[config.mk]
export PLATFORM = sky130hd
export DESIGN_NAME = ues_top
export DESIGN_NICKNAME = d
export VERILOG_FILES = /design/src/include/ues_pkg.sv /design/src/rtl/ues_top.sv /design/src/rtl/ues_event_mux.sv
export SDC_FILE = /design/constraint.sdc
export NUM_CORES = 1
export LEC_CHECK = 0
export ABC_AREA = 1
export BUFFER_PORTS_ARGS = -buffer_cell sky130_fd_sc_hd__buf_2
export CORE_MARGIN = 2
export CORE_UTILIZATION = 60
export CTS_BUF_LIST = sky130_fd_sc_hd__clkbuf_2
export DETAILED_ROUTE_END_ITERATION = 8
export GPL_TIMING_DRIVEN = 0
export PLACE_DENSITY = 0.91
export SLEW_MARGIN = 20
export SYNTH_ARGS = -nofsm -noshare
export SYNTH_HDL_FRONTEND = slang
export SYNTH_HIERARCHICAL = 1
export SYNTH_SLANG_ARGS = --single-unit
[constraint.sdc]
create_clock -name aclk -period 3.7 [get_ports aclk]
set_input_delay 0.37 -clock aclk [delete_from_list [all_inputs] [get_ports aclk]]
set_output_delay 0.37 -clock aclk [all_outputs]
set_load 0.1 [all_outputs]
[src/include/ues_pkg.sv]
// Notes on behaviour
// - Code 30H: umask 04H counts channel 2 cancels, 07H sums all channels.
// - Code 31H: umasks 01H/02H/04H per channel priority updates, 07H sums all channels.
// - Matching high or critical request raises a priority update.
// - Code 33H umask 04H counts local force-acknowledge conflict messages.
// - Code 40H counts single-flit channels lacking shared and dedicated credit.
// - Code 40H umask 07H any link 0 channel, 38H any link 1 channel.
// - Code 41H counts multi-flit credit stalls, same umask layout.
// - Credit stall counting ignores arbitration grants of other channels.
// - Code 42H: umask 02H link 0, 08H link 1 header buffer busy.
// - Code 43H: umask 01H/02H snoops held back, peer probe tracker full.
// - Code 60H: umasks 01H/02H/04H count page-open commands per channel.
// - A page is opened before any read or write to it.
// - Code 61H: umasks 01H/02H/04H count idle-timer page closes.
// - An open page is closed by a precharge command.
`default_nettype none

package ues_pkg;

  // ----------------------------------------
  // Event codes
  // ----------------------------------------
  localparam logic [7:0] EV_CANCEL = 8'h30;
  localparam logic [7:0] EV_PRIO   = 8'h31;
  localparam logic [7:0] EV_FRCACK = 8'h33;
  localparam logic [7:0] EV_SF     = 8'h40;
  localparam logic [7:0] EV_MF     = 8'h41;
  localparam logic [7:0] EV_HDR    = 8'h42;
  localparam logic [7:0] EV_SNP    = 8'h43;
  localparam logic [7:0] EV_OPEN   = 8'h60;
  localparam logic [7:0] EV_CLOSE  = 8'h61;

  // ----------------------------------------
  // Unit masks
  // ----------------------------------------
  localparam logic [7:0] UM_01 = 8'h01;
  localparam logic [7:0] UM_02 = 8'h02;
  localparam logic [7:0] UM_04 = 8'h04;
  localparam logic [7:0] UM_07 = 8'h07;
  localparam logic [7:0] UM_08 = 8'h08;
  localparam logic [7:0] UM_10 = 8'h10;
  localparam logic [7:0] UM_20 = 8'h20;
  localparam logic [7:0] UM_38 = 8'h38;

  // ----------------------------------------
  // Register map and fields
  // ----------------------------------------
  localparam logic [7:0]  OFS_SEL0   = 8'h00;
  localparam logic [7:0]  OFS_CNT0   = 8'h04;
  localparam logic [7:0]  OFS_STRIDE = 8'h08;
  localparam logic [7:0]  OFS_STAT   = 8'h40;
  localparam int          SEL_CODE_LSB  = 0;
  localparam int          SEL_UMASK_LSB = 8;
  localparam int          SEL_EN_BIT    = 16;
  localparam logic [16:0] SEL_RST       = 17'h00000;
  localparam int          STAT_PAGE_LSB = 16;
  localparam logic [1:0]  RESP_OKAY     = 2'h0;
  localparam logic [1:0]  RESP_DECERR   = 2'h3;

  // ----------------------------------------
  // DRAM commands and page states
  // ----------------------------------------
  localparam logic [1:0] CMD_NONE = 2'h0;
  localparam logic [1:0] CMD_OPEN = 2'h1;
  localparam logic [1:0] CMD_RW   = 2'h2;
  localparam logic [1:0] CMD_PRE  = 2'h3;

  typedef enum logic [1:0] {
    PG_CLOSED = 2'h0,
    PG_OPENED = 2'h1
  } ues_page_type;

endpackage

`default_nettype wire

[src/rtl/ues_top.sv]
`default_nettype none

module ues_top
  import ues_pkg::*;
#(
  parameter int NUM_CTR = 2,
  parameter int CTR_W   = 32
)(
  input  wire logic        aclk,
  input  wire logic        aresetn,

  input  wire logic [7:0]  s_axi_awaddr,
  input  wire logic [2:0]  s_axi_awprot,
  input  wire logic        s_axi_awvalid,
  output logic             s_axi_awready,
  input  wire logic [31:0] s_axi_wdata,
  input  wire logic [3:0]  s_axi_wstrb,
  input  wire logic        s_axi_wvalid,
  output logic             s_axi_wready,
  output logic [1:0]       s_axi_bresp,
  output logic             s_axi_bvalid,
  input  wire logic        s_axi_bready,
  input  wire logic [7:0]  s_axi_araddr,
  input  wire logic [2:0]  s_axi_arprot,
  input  wire logic        s_axi_arvalid,
  output logic             s_axi_arready,
  output logic [31:0]      s_axi_rdata,
  output logic [1:0]       s_axi_rresp,
  output logic             s_axi_rvalid,
  input  wire logic        s_axi_rready,

  input  wire logic [2:0]  cancel_req,
  input  wire logic [2:0]  crit_req_valid,
  input  wire logic [2:0]  crit_req_match,
  output logic [2:0]       prio_update,
  input  wire logic        frc_ack_sent,
  input  wire logic [5:0]  sf_pending,
  input  wire logic [5:0]  sf_shared_credit,
  input  wire logic [5:0]  sf_dedicated_credit,
  input  wire logic [5:0]  mf_pending,
  input  wire logic [5:0]  mf_shared_credit,
  input  wire logic [5:0]  mf_dedicated_credit,
  input  wire logic [1:0]  hdr_buf_busy,
  input  wire logic [1:0]  snoop_pending,
  input  wire logic        peer_probe_tracker_free,
  input  wire logic [2:0]  access_req,
  input  wire logic [2:0]  idle_expired,
  output logic [2:0]       access_ack,
  output logic [5:0]       dram_cmd
);

  // ----------------------------------------
  // Parameter checks
  // ----------------------------------------
  if (NUM_CTR < 1 || NUM_CTR > 4) begin : g_bad_num
    $error("NUM_CTR must be 1 to 4");
  end
  if (CTR_W < 2 || CTR_W > 32) begin : g_bad_w
    $error("CTR_W must be 2 to 32");
  end

  // ----------------------------------------
  // Credit and snoop stall terms
  // ----------------------------------------
  logic [5:0] sf_stall;
  logic [5:0] mf_stall;
  logic [1:0] snp_stall;

  assign sf_stall  = sf_pending & ~sf_shared_credit
                     & ~sf_dedicated_credit;
  assign mf_stall  = mf_pending & ~mf_shared_credit
                     & ~mf_dedicated_credit;
  assign snp_stall = snoop_pending & {2{~peer_probe_tracker_free}};

  // ----------------------------------------
  // Priority update issue
  // ----------------------------------------
  always_ff @(posedge aclk) begin
    if (!aresetn) begin
      prio_update <= 3'h0;
    end else begin
      prio_update <= crit_req_valid & crit_req_match;
    end
  end

  // ----------------------------------------
  // Page tracker per channel
  // ----------------------------------------
  logic [2:0] page_open_now;
  logic [2:0] open_ev;
  logic [2:0] close_ev;

  for (genvar c = 0; c < 3; c++) begin : g_page
    ues_page_type pg_reg;
    ues_page_type pg_next;
    logic [1:0]   cmd_next;

    always_comb begin
      pg_next  = pg_reg;
      cmd_next = CMD_NONE;
      case (pg_reg)
        PG_CLOSED: begin
          if (access_req[c]) begin
            cmd_next = CMD_OPEN;
            pg_next  = PG_OPENED;
          end
        end
        PG_OPENED: begin
          if (access_req[c]) begin
            cmd_next = CMD_RW;
          end else if (idle_expired[c]) begin
            cmd_next = CMD_PRE;
            pg_next  = PG_CLOSED;
          end
        end
        default: begin
          pg_next = PG_CLOSED;
        end
      endcase
    end

    always_ff @(posedge aclk) begin
      if (!aresetn) begin
        pg_reg <= PG_CLOSED;
      end else begin
        pg_reg <= pg_next;
      end
    end

    always_ff @(posedge aclk) begin
      if (!aresetn) begin
        dram_cmd[2*c +: 2] <= CMD_NONE;
        access_ack[c]      <= 1'b0;
      end else begin
        dram_cmd[2*c +: 2] <= cmd_next;
        access_ack[c]      <= (cmd_next == CMD_RW);
      end
    end

    assign page_open_now[c] = (pg_reg == PG_OPENED);
    assign open_ev[c]  = (dram_cmd[2*c +: 2] == CMD_OPEN);
    assign close_ev[c] = (dram_cmd[2*c +: 2] == CMD_PRE);
  end

  // ----------------------------------------
  // Write channel capture
  // ----------------------------------------
  logic [7:0]  aw_addr_reg;
  logic        aw_full_reg;
  logic [31:0] w_data_reg;
  logic [3:0]  w_strb_reg;
  logic        w_full_reg;
  logic        wr_fire;
  logic [7:0]  wr_idx;
  logic        wr_hit;

  assign s_axi_awready = !aw_full_reg && !s_axi_bvalid;
  assign s_axi_wready  = !w_full_reg && !s_axi_bvalid;
  assign wr_fire       = aw_full_reg && w_full_reg;

  always_ff @(posedge aclk) begin
    if (!aresetn) begin
      aw_full_reg <= 1'b0;
      aw_addr_reg <= 8'h00;
    end else if (s_axi_awvalid && s_axi_awready) begin
      aw_full_reg <= 1'b1;
      aw_addr_reg <= s_axi_awaddr;
    end else if (wr_fire) begin
      aw_full_reg <= 1'b0;
    end
  end

  always_ff @(posedge aclk) begin
    if (!aresetn) begin
      w_full_reg <= 1'b0;
      w_data_reg <= 32'h00000000;
      w_strb_reg <= 4'h0;
    end else if (s_axi_wvalid && s_axi_wready) begin
      w_full_reg <= 1'b1;
      w_data_reg <= s_axi_wdata;
      w_strb_reg <= s_axi_wstrb;
    end else if (wr_fire) begin
      w_full_reg <= 1'b0;
    end
  end

  // ----------------------------------------
  // Write decode and response
  // ----------------------------------------
  assign wr_idx = (aw_addr_reg - OFS_SEL0) / OFS_STRIDE;
  assign wr_hit = (aw_addr_reg[1:0] == 2'h0)
                  && (aw_addr_reg < OFS_STRIDE * 8'(NUM_CTR));

  always_ff @(posedge aclk) begin
    if (!aresetn) begin
      s_axi_bvalid <= 1'b0;
      s_axi_bresp  <= RESP_OKAY;
    end else if (wr_fire) begin
      s_axi_bvalid <= 1'b1;
      s_axi_bresp  <= wr_hit ? RESP_OKAY : RESP_DECERR;
    end else if (s_axi_bready) begin
      s_axi_bvalid <= 1'b0;
    end
  end

  // ----------------------------------------
  // Counters
  // ----------------------------------------
  logic [16:0]      sel_q [NUM_CTR];
  logic [CTR_W-1:0] cnt_q [NUM_CTR];
  logic [NUM_CTR-1:0] ctr_hit;

  for (genvar i = 0; i < NUM_CTR; i++) begin : g_ctr
    logic [16:0]      sel_reg;
    logic [CTR_W-1:0] cnt_reg;
    logic [CTR_W-1:0] cnt_next;
    logic [CTR_W-1:0] base;
    logic             hit;
    logic [1:0]       inc;
    logic             sel_wr;
    logic             cnt_wr;

    assign sel_wr = wr_fire && wr_hit && wr_idx == 8'(i)
                    && aw_addr_reg[2:0] == OFS_SEL0[2:0];
    assign cnt_wr = wr_fire && wr_hit && wr_idx == 8'(i)
                    && aw_addr_reg[2:0] == OFS_CNT0[2:0];

    ues_event_mux u_mux (
      .code       (sel_reg[SEL_CODE_LSB +: 8]),
      .umask      (sel_reg[SEL_UMASK_LSB +: 8]),
      .cancel_ev  (cancel_req),
      .prio_ev    (prio_update),
      .frc_ack_ev (frc_ack_sent),
      .sf_stall   (sf_stall),
      .mf_stall   (mf_stall),
      .hdr_busy   (hdr_buf_busy),
      .snp_stall  (snp_stall),
      .open_ev    (open_ev),
      .close_ev   (close_ev),
      .hit        (hit),
      .inc        (inc)
    );

    always_ff @(posedge aclk) begin
      if (!aresetn) begin
        sel_reg <= SEL_RST;
      end else if (sel_wr) begin
        for (int b = 0; b < 2; b++) begin
          if (w_strb_reg[b]) begin
            sel_reg[8*b +: 8] <= w_data_reg[8*b +: 8];
          end
        end
        if (w_strb_reg[2]) begin
          sel_reg[SEL_EN_BIT] <= w_data_reg[SEL_EN_BIT];
        end
      end
    end

    always_comb begin
      base = cnt_reg;
      if (cnt_wr) begin
        base = w_data_reg[CTR_W-1:0];
      end
      cnt_next = base;
      if (sel_reg[SEL_EN_BIT] && hit) begin
        cnt_next = base + CTR_W'(inc);
      end
    end

    always_ff @(posedge aclk) begin
      if (!aresetn) begin
        cnt_reg <= '0;
      end else begin
        cnt_reg <= cnt_next;
      end
    end

    assign sel_q[i]   = sel_reg;
    assign cnt_q[i]   = cnt_reg;
    assign ctr_hit[i] = hit;
  end

  // ----------------------------------------
  // Read channel
  // ----------------------------------------
  logic [31:0] rd_data;
  logic [1:0]  rd_resp;
  logic [7:0]  rd_idx;

  assign s_axi_arready = !s_axi_rvalid;
  assign rd_idx = s_axi_araddr / OFS_STRIDE;

  always_comb begin
    rd_data = 32'h00000000;
    rd_resp = RESP_DECERR;
    if (s_axi_araddr == OFS_STAT) begin
      rd_resp = RESP_OKAY;
      rd_data[NUM_CTR-1:0] = ctr_hit;
      rd_data[STAT_PAGE_LSB +: 3] = page_open_now;
    end else if (s_axi_araddr[1:0] == 2'h0
                 && s_axi_araddr < OFS_STRIDE * 8'(NUM_CTR)) begin
      rd_resp = RESP_OKAY;
      for (int k = 0; k < NUM_CTR; k++) begin
        if (rd_idx == 8'(k)) begin
          if (s_axi_araddr[2:0] == OFS_SEL0[2:0]) begin
            rd_data[16:0] = sel_q[k];
          end else begin
            rd_data[CTR_W-1:0] = cnt_q[k];
          end
        end
      end
    end
  end

  always_ff @(posedge aclk) begin
    if (!aresetn) begin
      s_axi_rvalid <= 1'b0;
      s_axi_rdata  <= 32'h00000000;
      s_axi_rresp  <= RESP_OKAY;
    end else if (s_axi_arvalid && s_axi_arready) begin
      s_axi_rvalid <= 1'b1;
      s_axi_rdata  <= rd_data;
      s_axi_rresp  <= rd_resp;
    end else if (s_axi_rready) begin
      s_axi_rvalid <= 1'b0;
    end
  end

endmodule

`default_nettype wire

[src/rtl/ues_event_mux.sv]
`default_nettype none

module ues_event_mux
  import ues_pkg::*;
(
  input  wire logic [7:0] code,
  input  wire logic [7:0] umask,
  input  wire logic [2:0] cancel_ev,
  input  wire logic [2:0] prio_ev,
  input  wire logic       frc_ack_ev,
  input  wire logic [5:0] sf_stall,
  input  wire logic [5:0] mf_stall,
  input  wire logic [1:0] hdr_busy,
  input  wire logic [1:0] snp_stall,
  input  wire logic [2:0] open_ev,
  input  wire logic [2:0] close_ev,
  output logic            hit,
  output logic [1:0]      inc
);

  // ----------------------------------------
  // Helpers
  // ----------------------------------------
  function automatic logic [1:0] sum3(input logic [2:0] v);
    sum3 = {1'b0, v[0]} + {1'b0, v[1]} + {1'b0, v[2]};
  endfunction

  function automatic logic [2:0] pick3(input logic [7:0] um,
                                       input logic [2:0] v);
    pick3 = 3'h0;
    case (um)
      UM_01:   pick3 = {1'b1, 1'b0, v[0]};
      UM_02:   pick3 = {1'b1, 1'b0, v[1]};
      UM_04:   pick3 = {1'b1, 1'b0, v[2]};
      default: pick3 = 3'h0;
    endcase
  endfunction

  function automatic logic [2:0] pick6(input logic [7:0] um,
                                       input logic [5:0] v);
    pick6 = 3'h0;
    case (um)
      UM_01:   pick6 = {2'b10, v[0]};
      UM_02:   pick6 = {2'b10, v[1]};
      UM_04:   pick6 = {2'b10, v[2]};
      UM_08:   pick6 = {2'b10, v[3]};
      UM_10:   pick6 = {2'b10, v[4]};
      UM_20:   pick6 = {2'b10, v[5]};
      UM_07:   pick6 = {2'b10, |v[2:0]};
      UM_38:   pick6 = {2'b10, |v[5:3]};
      default: pick6 = 3'h0;
    endcase
  endfunction

  // ----------------------------------------
  // Decode
  // ----------------------------------------
  logic [2:0] sel;

  always_comb begin
    sel = 3'h0;
    case (code)
      EV_CANCEL: begin
        if (umask == UM_04) sel = {1'b1, 1'b0, cancel_ev[2]};
        else if (umask == UM_07) sel = {1'b1, sum3(cancel_ev)};
      end
      EV_PRIO: begin
        if (umask == UM_07) sel = {1'b1, sum3(prio_ev)};
        else sel = pick3(umask, prio_ev);
      end
      EV_FRCACK: begin
        if (umask == UM_04) sel = {2'b10, frc_ack_ev};
      end
      EV_SF:    sel = pick6(umask, sf_stall);
      EV_MF:    sel = pick6(umask, mf_stall);
      EV_HDR: begin
        if (umask == UM_02) sel = {2'b10, hdr_busy[0]};
        else if (umask == UM_08) sel = {2'b10, hdr_busy[1]};
      end
      EV_SNP:   sel = (umask == UM_01 || umask == UM_02) ?
                      {2'b10, |(snp_stall & umask[1:0])} : 3'h0;
      EV_OPEN:  sel = pick3(umask, open_ev);
      EV_CLOSE: sel = pick3(umask, close_ev);
      default:  sel = 3'h0;
    endcase
  end

  assign hit = sel[2];
  assign inc = sel[1:0];

endmodule

`default_nettype wire

# == Word level (Yosys, flattened, before mapping) ==
# Index checks and enable logic that the tools add are counted.
# classes
add_sub_neg,6
magnitude_cmp,2
n_eq_ne,59
muxes,75
bitwise_logic,13
reduce_logical,51
# ops
op,count
two-way mux 32 bit,7
== test 8 x 7 -> 1 bit (second input constant),13
case mux 3 bit (8 select lines),4
== test 8 x 6 -> 1 bit (second input constant),10
adder 32 x 2 -> 32 bit,2
case mux 3 bit (3 select lines),6
case mux 3 bit (9 select lines),2
two-way mux 3 bit,15
two-way mux 2 bit,19
two-way mux 17 bit,2
== test 8 x 3 -> 1 bit (second input constant),4
two-way mux 15 bit,2
bitwise AND 6 bit,4
NOT 6 bit,4
case mux 2 bit (2 select lines),6
inequality test 2 bit (second input constant),9
logical AND 1 bit,17
== test 8 x 1 -> 1 bit (second input constant),2
== test 8 x 2 -> 1 bit (second input constant),2
== test 8 x 4 -> 1 bit (second input constant),2
== test 8 x 5 -> 1 bit (second input constant),2
zero test 8 bit,2
less-than comparator 8 x 5 -> 1 bit (second input constant),2
two-way mux 14 bit,1
20 further kinds,67
# word_totals
regBits,199
inputBits,122
output_inout_bits,53
word_cells,234

# == Depth between registers and ports, before layout ==
# logic_depth
ltp_word,8
ltp_mapped,25
depth_no_buf,24

# == Cells and area by module ==
# Netlist, hierarchy kept.
# modules_own_cells
mod,n_inst,cells_each,area_per_inst_um2,seq_area_each_um2
ues_top,1,1555,10138.5,3883.7
ues_event_mux,2,185,932.1,0.0

# == Worst setup path before layout ==
# No wires, ideal clock.
# synth_path
path_type,register -> register
from,register prio_update[0]
to,register g_ctr[0].cnt_reg[20]
setup_ns,0.113
t_arrival_ns,3.214
t_required_ns,3.587
path_slack_ns,0.373
path_stages_with_launch,20
n_path_buf,0
synth_period_minus_slack_ns,3.327
path_cell_list,dfxtp_1 > inv_1 > fa_1 > nand2_1 > nand2_1 > nor2_1 > nor2_1 > nand3_1 > ha_1 > fa_1 > nand2_1 > inv_1 > nand2_1 > nor2_1 > nand2_1 > nor2_4 > nand3_1 > nand2_1 > inv_1 > nor2_1
# synth_between
elab_chain_cells,6
word_cells_on_any_way,7
cone_classes,add/sub (3); mux (4)
# synth_lines
element,line,source
from (decl),ues_top.sv:35,"output logic [2:0] prio_update,"
from (signal assigned),ues_top.sv:82,prio_update <= crit_req_valid & crit_req_match;
adder 1 x 1 -> 2 bit,ues_event_mux.sv:25,"sum3 = {1'b0, v[0]} + {1'b0, v[1]} + {1'b0, v[2]};"
adder 2 x 1 -> 2 bit,ues_event_mux.sv:25,
two-way mux 3 bit (*),ues_event_mux.sv:68,"if (umask == UM_07) sel = {1'b1, sum3(prio_ev)};"
case mux 3 bit (9 select lines) (*),ues_event_mux.sv:62,case (code)
net g_ctr[0].inc[0],ues_top.sv:219,logic [1:0] inc;
adder 32 x 2 -> 32 bit (*),ues_top.sv:266,cnt_next = base + CTR_W'(inc);
two-way mux 32 bit (*),ues_top.sv:265,if (sel_reg[SEL_EN_BIT] && hit) begin
to (signal assigned),ues_top.sv:274,cnt_reg <= cnt_next;
to (decl),ues_top.sv:215,logic [CTR_W-1:0] cnt_reg;
# Mark *: on every way through the listed nets, which the timed path passes. The rest lies on a longest branch.
# A chain may end at the register's enable or synchronous reset.

# == Worst setup path after layout ==
# layout_path
from,register aw_addr_reg[0]
to,register g_ctr[0].cnt_reg[20]
# layout_between
elab_chain_cells,8
word_cells_on_any_way,10
cone_classes,add/sub (1); order compare (1); eq/ne (1); mux (2); reduce/logical (5)
# layout_lines
element,line,source
from (decl),ues_top.sv:148,logic [7:0] aw_addr_reg;
from (signal assigned),ues_top.sv:167,aw_addr_reg <= s_axi_awaddr;
less-than comparator 8 x 5 -> 1 bit or zero test 2 bit (tied branches),"ues_top.sv:192, ues_top.sv:191",
logical AND 1 bit,ues_top.sv:192,&& (aw_addr_reg < OFS_STRIDE * 8'(NUM_CTR));
logical AND 1 bit (2 in series),ues_top.sv:225,assign cnt_wr = wr_fire && wr_hit && wr_idx == 8'(i)
logical AND 1 bit (*),ues_top.sv:226,&& aw_addr_reg[2:0] == OFS_CNT0[2:0];
two-way mux 32 bit (*),ues_top.sv:261,if (cnt_wr) begin
adder 32 x 2 -> 32 bit,ues_top.sv:266,
two-way mux 32 bit (*),ues_top.sv:265,
# Every way passes the cells marked *; elsewhere a longest branch is shown, timed or not.

==> summary.md <==
| Metric | Value |
|---|---|
| Ys flop type | `dfxtp_1` |
| Peak supply drop | `about 200 µV` |
| Gp weighted congestion | `~1.0` |
| Seq/Total Area, Yosys | `between 30 and 40%` |
| Post-synthesis net count | `just over 2000` |
| Post-synth ARST share | `0%` |
| Final setup fails | `0` |
| Top cell type's share of synthesized area | `about a third` |
| Clock Skews | `approximately 0.06 ns` |
| Final instance area | `between 10000 and 15000 µm²` |
| Cell area after synthesis | `approximately 12000 µm²` |
| Avg Inst Size Synth | `6.24 µm²` |
| Placement Cell Area | `around 13000 µm²` |
| Outcome | `complete, no violations` |
| Max FFs per register | `between 60 and 70` |
| Comb power frac | `between 15 and 20%` |
| Worst Path Buf+Inv | `4` |
| Switch share | `between 30% and 40%` |
| CP Class | `flop to flop` |
| FF-to-FF Start | `aw_addr_reg[0]` |
| Die height | `about 150 µm` |
| Setup TNS | `0 ns` |
| Max transition margin | `a little under a third` |
| Pleak | `0.00610 µW` |
| Routed wire per std cell | `about 18 µm` |
| Share of cells above drive strength 1 | `15.8%` |
| Final Routed Wirelength | `45400 µm` |
| Reg power frac | `between 50% and 60%` |
| Initial antenna violation count | `1` |
| Hold path cells | `6` |
| Starting DRT DRC Count | `roughly 1700` |
| Multi-input logic area | `slightly below 7000 µm²` |
| Final Net Count | `approximately 2300` |
| Sequential standard cell area | `roughly 3900 µm²` |
| Port bufs | `between 150 and 200` |
| Clk Latency, worst-skew pair | `around 0.85 ns` |
| Compound-Gate Fraction of Synth Area | `between 10% and 20%` |
| Synth warn | `6` |
| Slew of the pin with the lowest slew margin | `between 1 and 1.5 ns` |
| Post-Synth XOR/XNOR Area | `0%` |
| Worst-path cell chain | `nor2_2, nand2_4, nor2_8, nand3_2, buf_6, buf_6, buf_6, o21ai_0, ha_1, fa_2, nand2_1, inv_1, nand2_1, nor2_2, nand2_1, nor2_4, nand3_1, o21ai_1, nor2_1` |
| R2R Setup Slk | `between 0.2 and 0.3 ns` |
| Crit. End Element | `flop` |
| Total clock sinks | `a little under 200` |
| Worst r2r path cells | `19` |
| Pwr dens | `around 280 nW/µm²` |
| Vias per cell | `just under 6` |
| Critical Path End | `g_ctr[0].cnt_reg[20]` |
| Number of cell rows | `approximately 50` |
| Net Switching | `around 1400 µW` |
| Die area | `21200 µm²` |
| First-pass GRT wire length | `70100 µm` |
| Slowest-stage cell, CP | `dfxtp_1` |
| Startpoint types | `flop` |
| Clock share of power | `between 20 and 30%` |
| Global route overflow | `0` |
| Worst hold path class | `input pin to flop` |
| Total power | `approximately 4000 µW` |
| Largest net degree at the start of global routing | `22` |
| Final ANT Viol Nets | `0` |
| Critical Path AT | `roughly 4.2 ns` |
| Initial Util | `between 60% and 70%` |
| Fin crit share | `between 90% and 100%` |
| Reg clk slew, reported paths | `0.34 ns` |
| Post-synth top area cell | `dfxtp_1` |
| Initial DRT Pass Iterations | `7` |
| CTS tree | `done` |
| Critical path required time | `4.47 ns` |
| Peak Freq | `0.291 GHz` |
| Vias | `14300` |
| Unrepaired setup endpoints after global routing | `false` |
| Final std cells w/o fill | `around 2500` |
| Worst path depth | `19` |
| Number of library cell types mapped by synthesis | `between 40 and 50` |
| Total track usage | `a little over two fifths` |
| CP max FO | `10` |
| Internal Power | `approximately 2600 µW` |
| Max-cap violation count | `0` |
| Reg-to-reg endpoint | `g_ctr[0].cnt_reg[20]` |
| Post-Synth Adder-Cell Area | `1.42%` |
| Main combinational cell family by area after synthesis | `simple AND/OR/NAND/NOR gates` |
| Post-synthesis mux area share | `0%` |
| Critical Path Source | `aw_addr_reg[0]` |
| Max clock buf depth | `2` |
| Delay of the slowest cell on the worst path | `approximately 0.44 ns` |
| Clock root buffer | `clkbuf_2` |
| Simple-Gate Fraction of Synth Area | `approximately 40%` |
| Dpl cells | `2357` |
| Final min period | `between 3 and 4 ns` |
| CP top delay family | `simple AND/OR/NAND/NOR gates` |
| Area contributors post-synth | `dfxtp_1 32%, nand2_1 13%, nor2_1 10%` |
| Area Overhead vs Synth | `18.1%` |
| Post-Syn Instances | `1925` |
| Chip width | `about 150 µm` |
| Number of flops mapped to enable cells by yosys | `0` |
| Fillers | `roughly 1700` |
| # H-tree levels | `4` |
| FF+latch count, synth | `about 190` |
| Core ar. | `about 20000 µm²` |
| Residual DRC | `0` |
| Post-DP HPWL | `approximately 35000 µm` |
| Fin util | `roughly 73%` |
| CTS Buf Count | `17` |
| Final number of hold-violating endpoints | `0` |
| Io pins | `175` |
| Vias in the first global route | `13100` |
| Setup bufs post-CTS | `0` |
| Max Transition Viols Final | `0` |
==> through the flow <==
| step | hold WS [ns] | setup WS [ns] |
|---|---|---|
| 2_1_floorplan | 0.437 | 0.373 |
| 3_3_place_gp | 0.451 | 0.316 |
| 3_5_place_dp | 0.453 | 0.263 |
| 4_1_cts | 0.0103 | 0.260 |
| 5_1_grt | 0.00854 | 0.0359 |
| 6_report | 0.0293 | 0.263 |
==> how the worst min path moves through the flow <==
stage / end / startpoint / slack (ns)
after global placement: s_axi_rdata[22] / s_axi_rdata[22] / 0.45
final: s_axi_rdata[0] / s_axi_araddr[5] / 0.03
after detailed placement: s_axi_rdata[25] / s_axi_rdata[25] / 0.45
after CTS: s_axi_rdata[18] / s_axi_araddr[5] / 0.01
after floorplan: g_ctr[1].sel_reg[16] / g_ctr[1].sel_reg[16] / 0.44
after global routing: s_axi_rdata[0] / s_axi_araddr[3] / 0.009
==> power groups by stage <==
stage	registers, µW	logic [µW]	clock network (µW)
2_1_floorplan	2310	279	0
3_3_place_gp	2250	537	0
3_5_place_dp	2250	547	0
4_1_cts	2220	610	1140
5_1_grt	2230	679	1220
6_report	2220	640	1150
==> cell usage in the layout (no fill, tap or decap), types with 28 or more instances in the layout <==
cell type,instances
nand4_1,53
dfxtp_1,193
a21oi_1,153
nor2_1,331
nor2_2,28
nand2_1,425
dlygate4sd3_1,72
buf_2,179
clkbuf_1,48
inv_1,193
nand3_1,114
o21ai_1,28
o21ai_0,147
==> cells by family (layout without fill, tap and decap cells) <==
group	Yosys count	after routing
fa+ha+maj	10	10
buf+inv	299	570
other cells	0	1
compound gates	371	371
flops	194	194
simple gates	1051	1051
==> final cells by class <==
type	instances	area share, %
tap	265	2.34
sequential	194	27.4
inverter	219	5.80
multi-input combinational	1432	48.5
clock inverter	15	1.32
buffer	80	3.02
antenna	1	0.0177
clock buffer	17	0.600
timing repair buffer	239	11.0
==> routing by layer <==
metal  vias up  part of all wire [%]  global-route usage, %
met5         -                     0                      0
met4         0                   7.5                   27.0
met3       240                    11                   8.15
met2       995                    45                   68.3
met1      6340                    36                   51.0
li1       6751                     -                      -
==> worst min-delay path: cells and delay by family <==
kind | cells | cell delay [ns]
compound gates | 1 | 0.07
buf+inv | 1 | 0.07
simple gates | 4 | 0.36
==> what timing repair did <==
action | in CTS | in global routing
resized for setup | 0 | 3
endpoints found under the setup margin | 0 | 7
hold buffers | 71 | 1
endpoints found under the hold margin | 69 | 1
==> synth_stat cells, types with 3 or more instances <==
cell	count
a21oi_1	153
a31oi_1	7
buf_1	3
buf_2	12
buf_4	6
buf_6	9
clkbuf_1	48
dfxtp_1	194
fa_1	6
ha_1	4
inv_1	193
inv_2	24
nand2_1	425
nand2_2	21
nand2_4	7
nand3_1	114
nand3_2	4
nand3b_1	9
nand4_1	53
nor2_1	332
nor2_2	27
nor2_4	14
nor2_8	3
nor3_1	16
nor3b_1	12
o211ai_1	6
o21a_1	3
o21ai_0	147
o21ai_1	28
o21ai_2	7
o22ai_1	15
(Power assumes the default switching activity.)
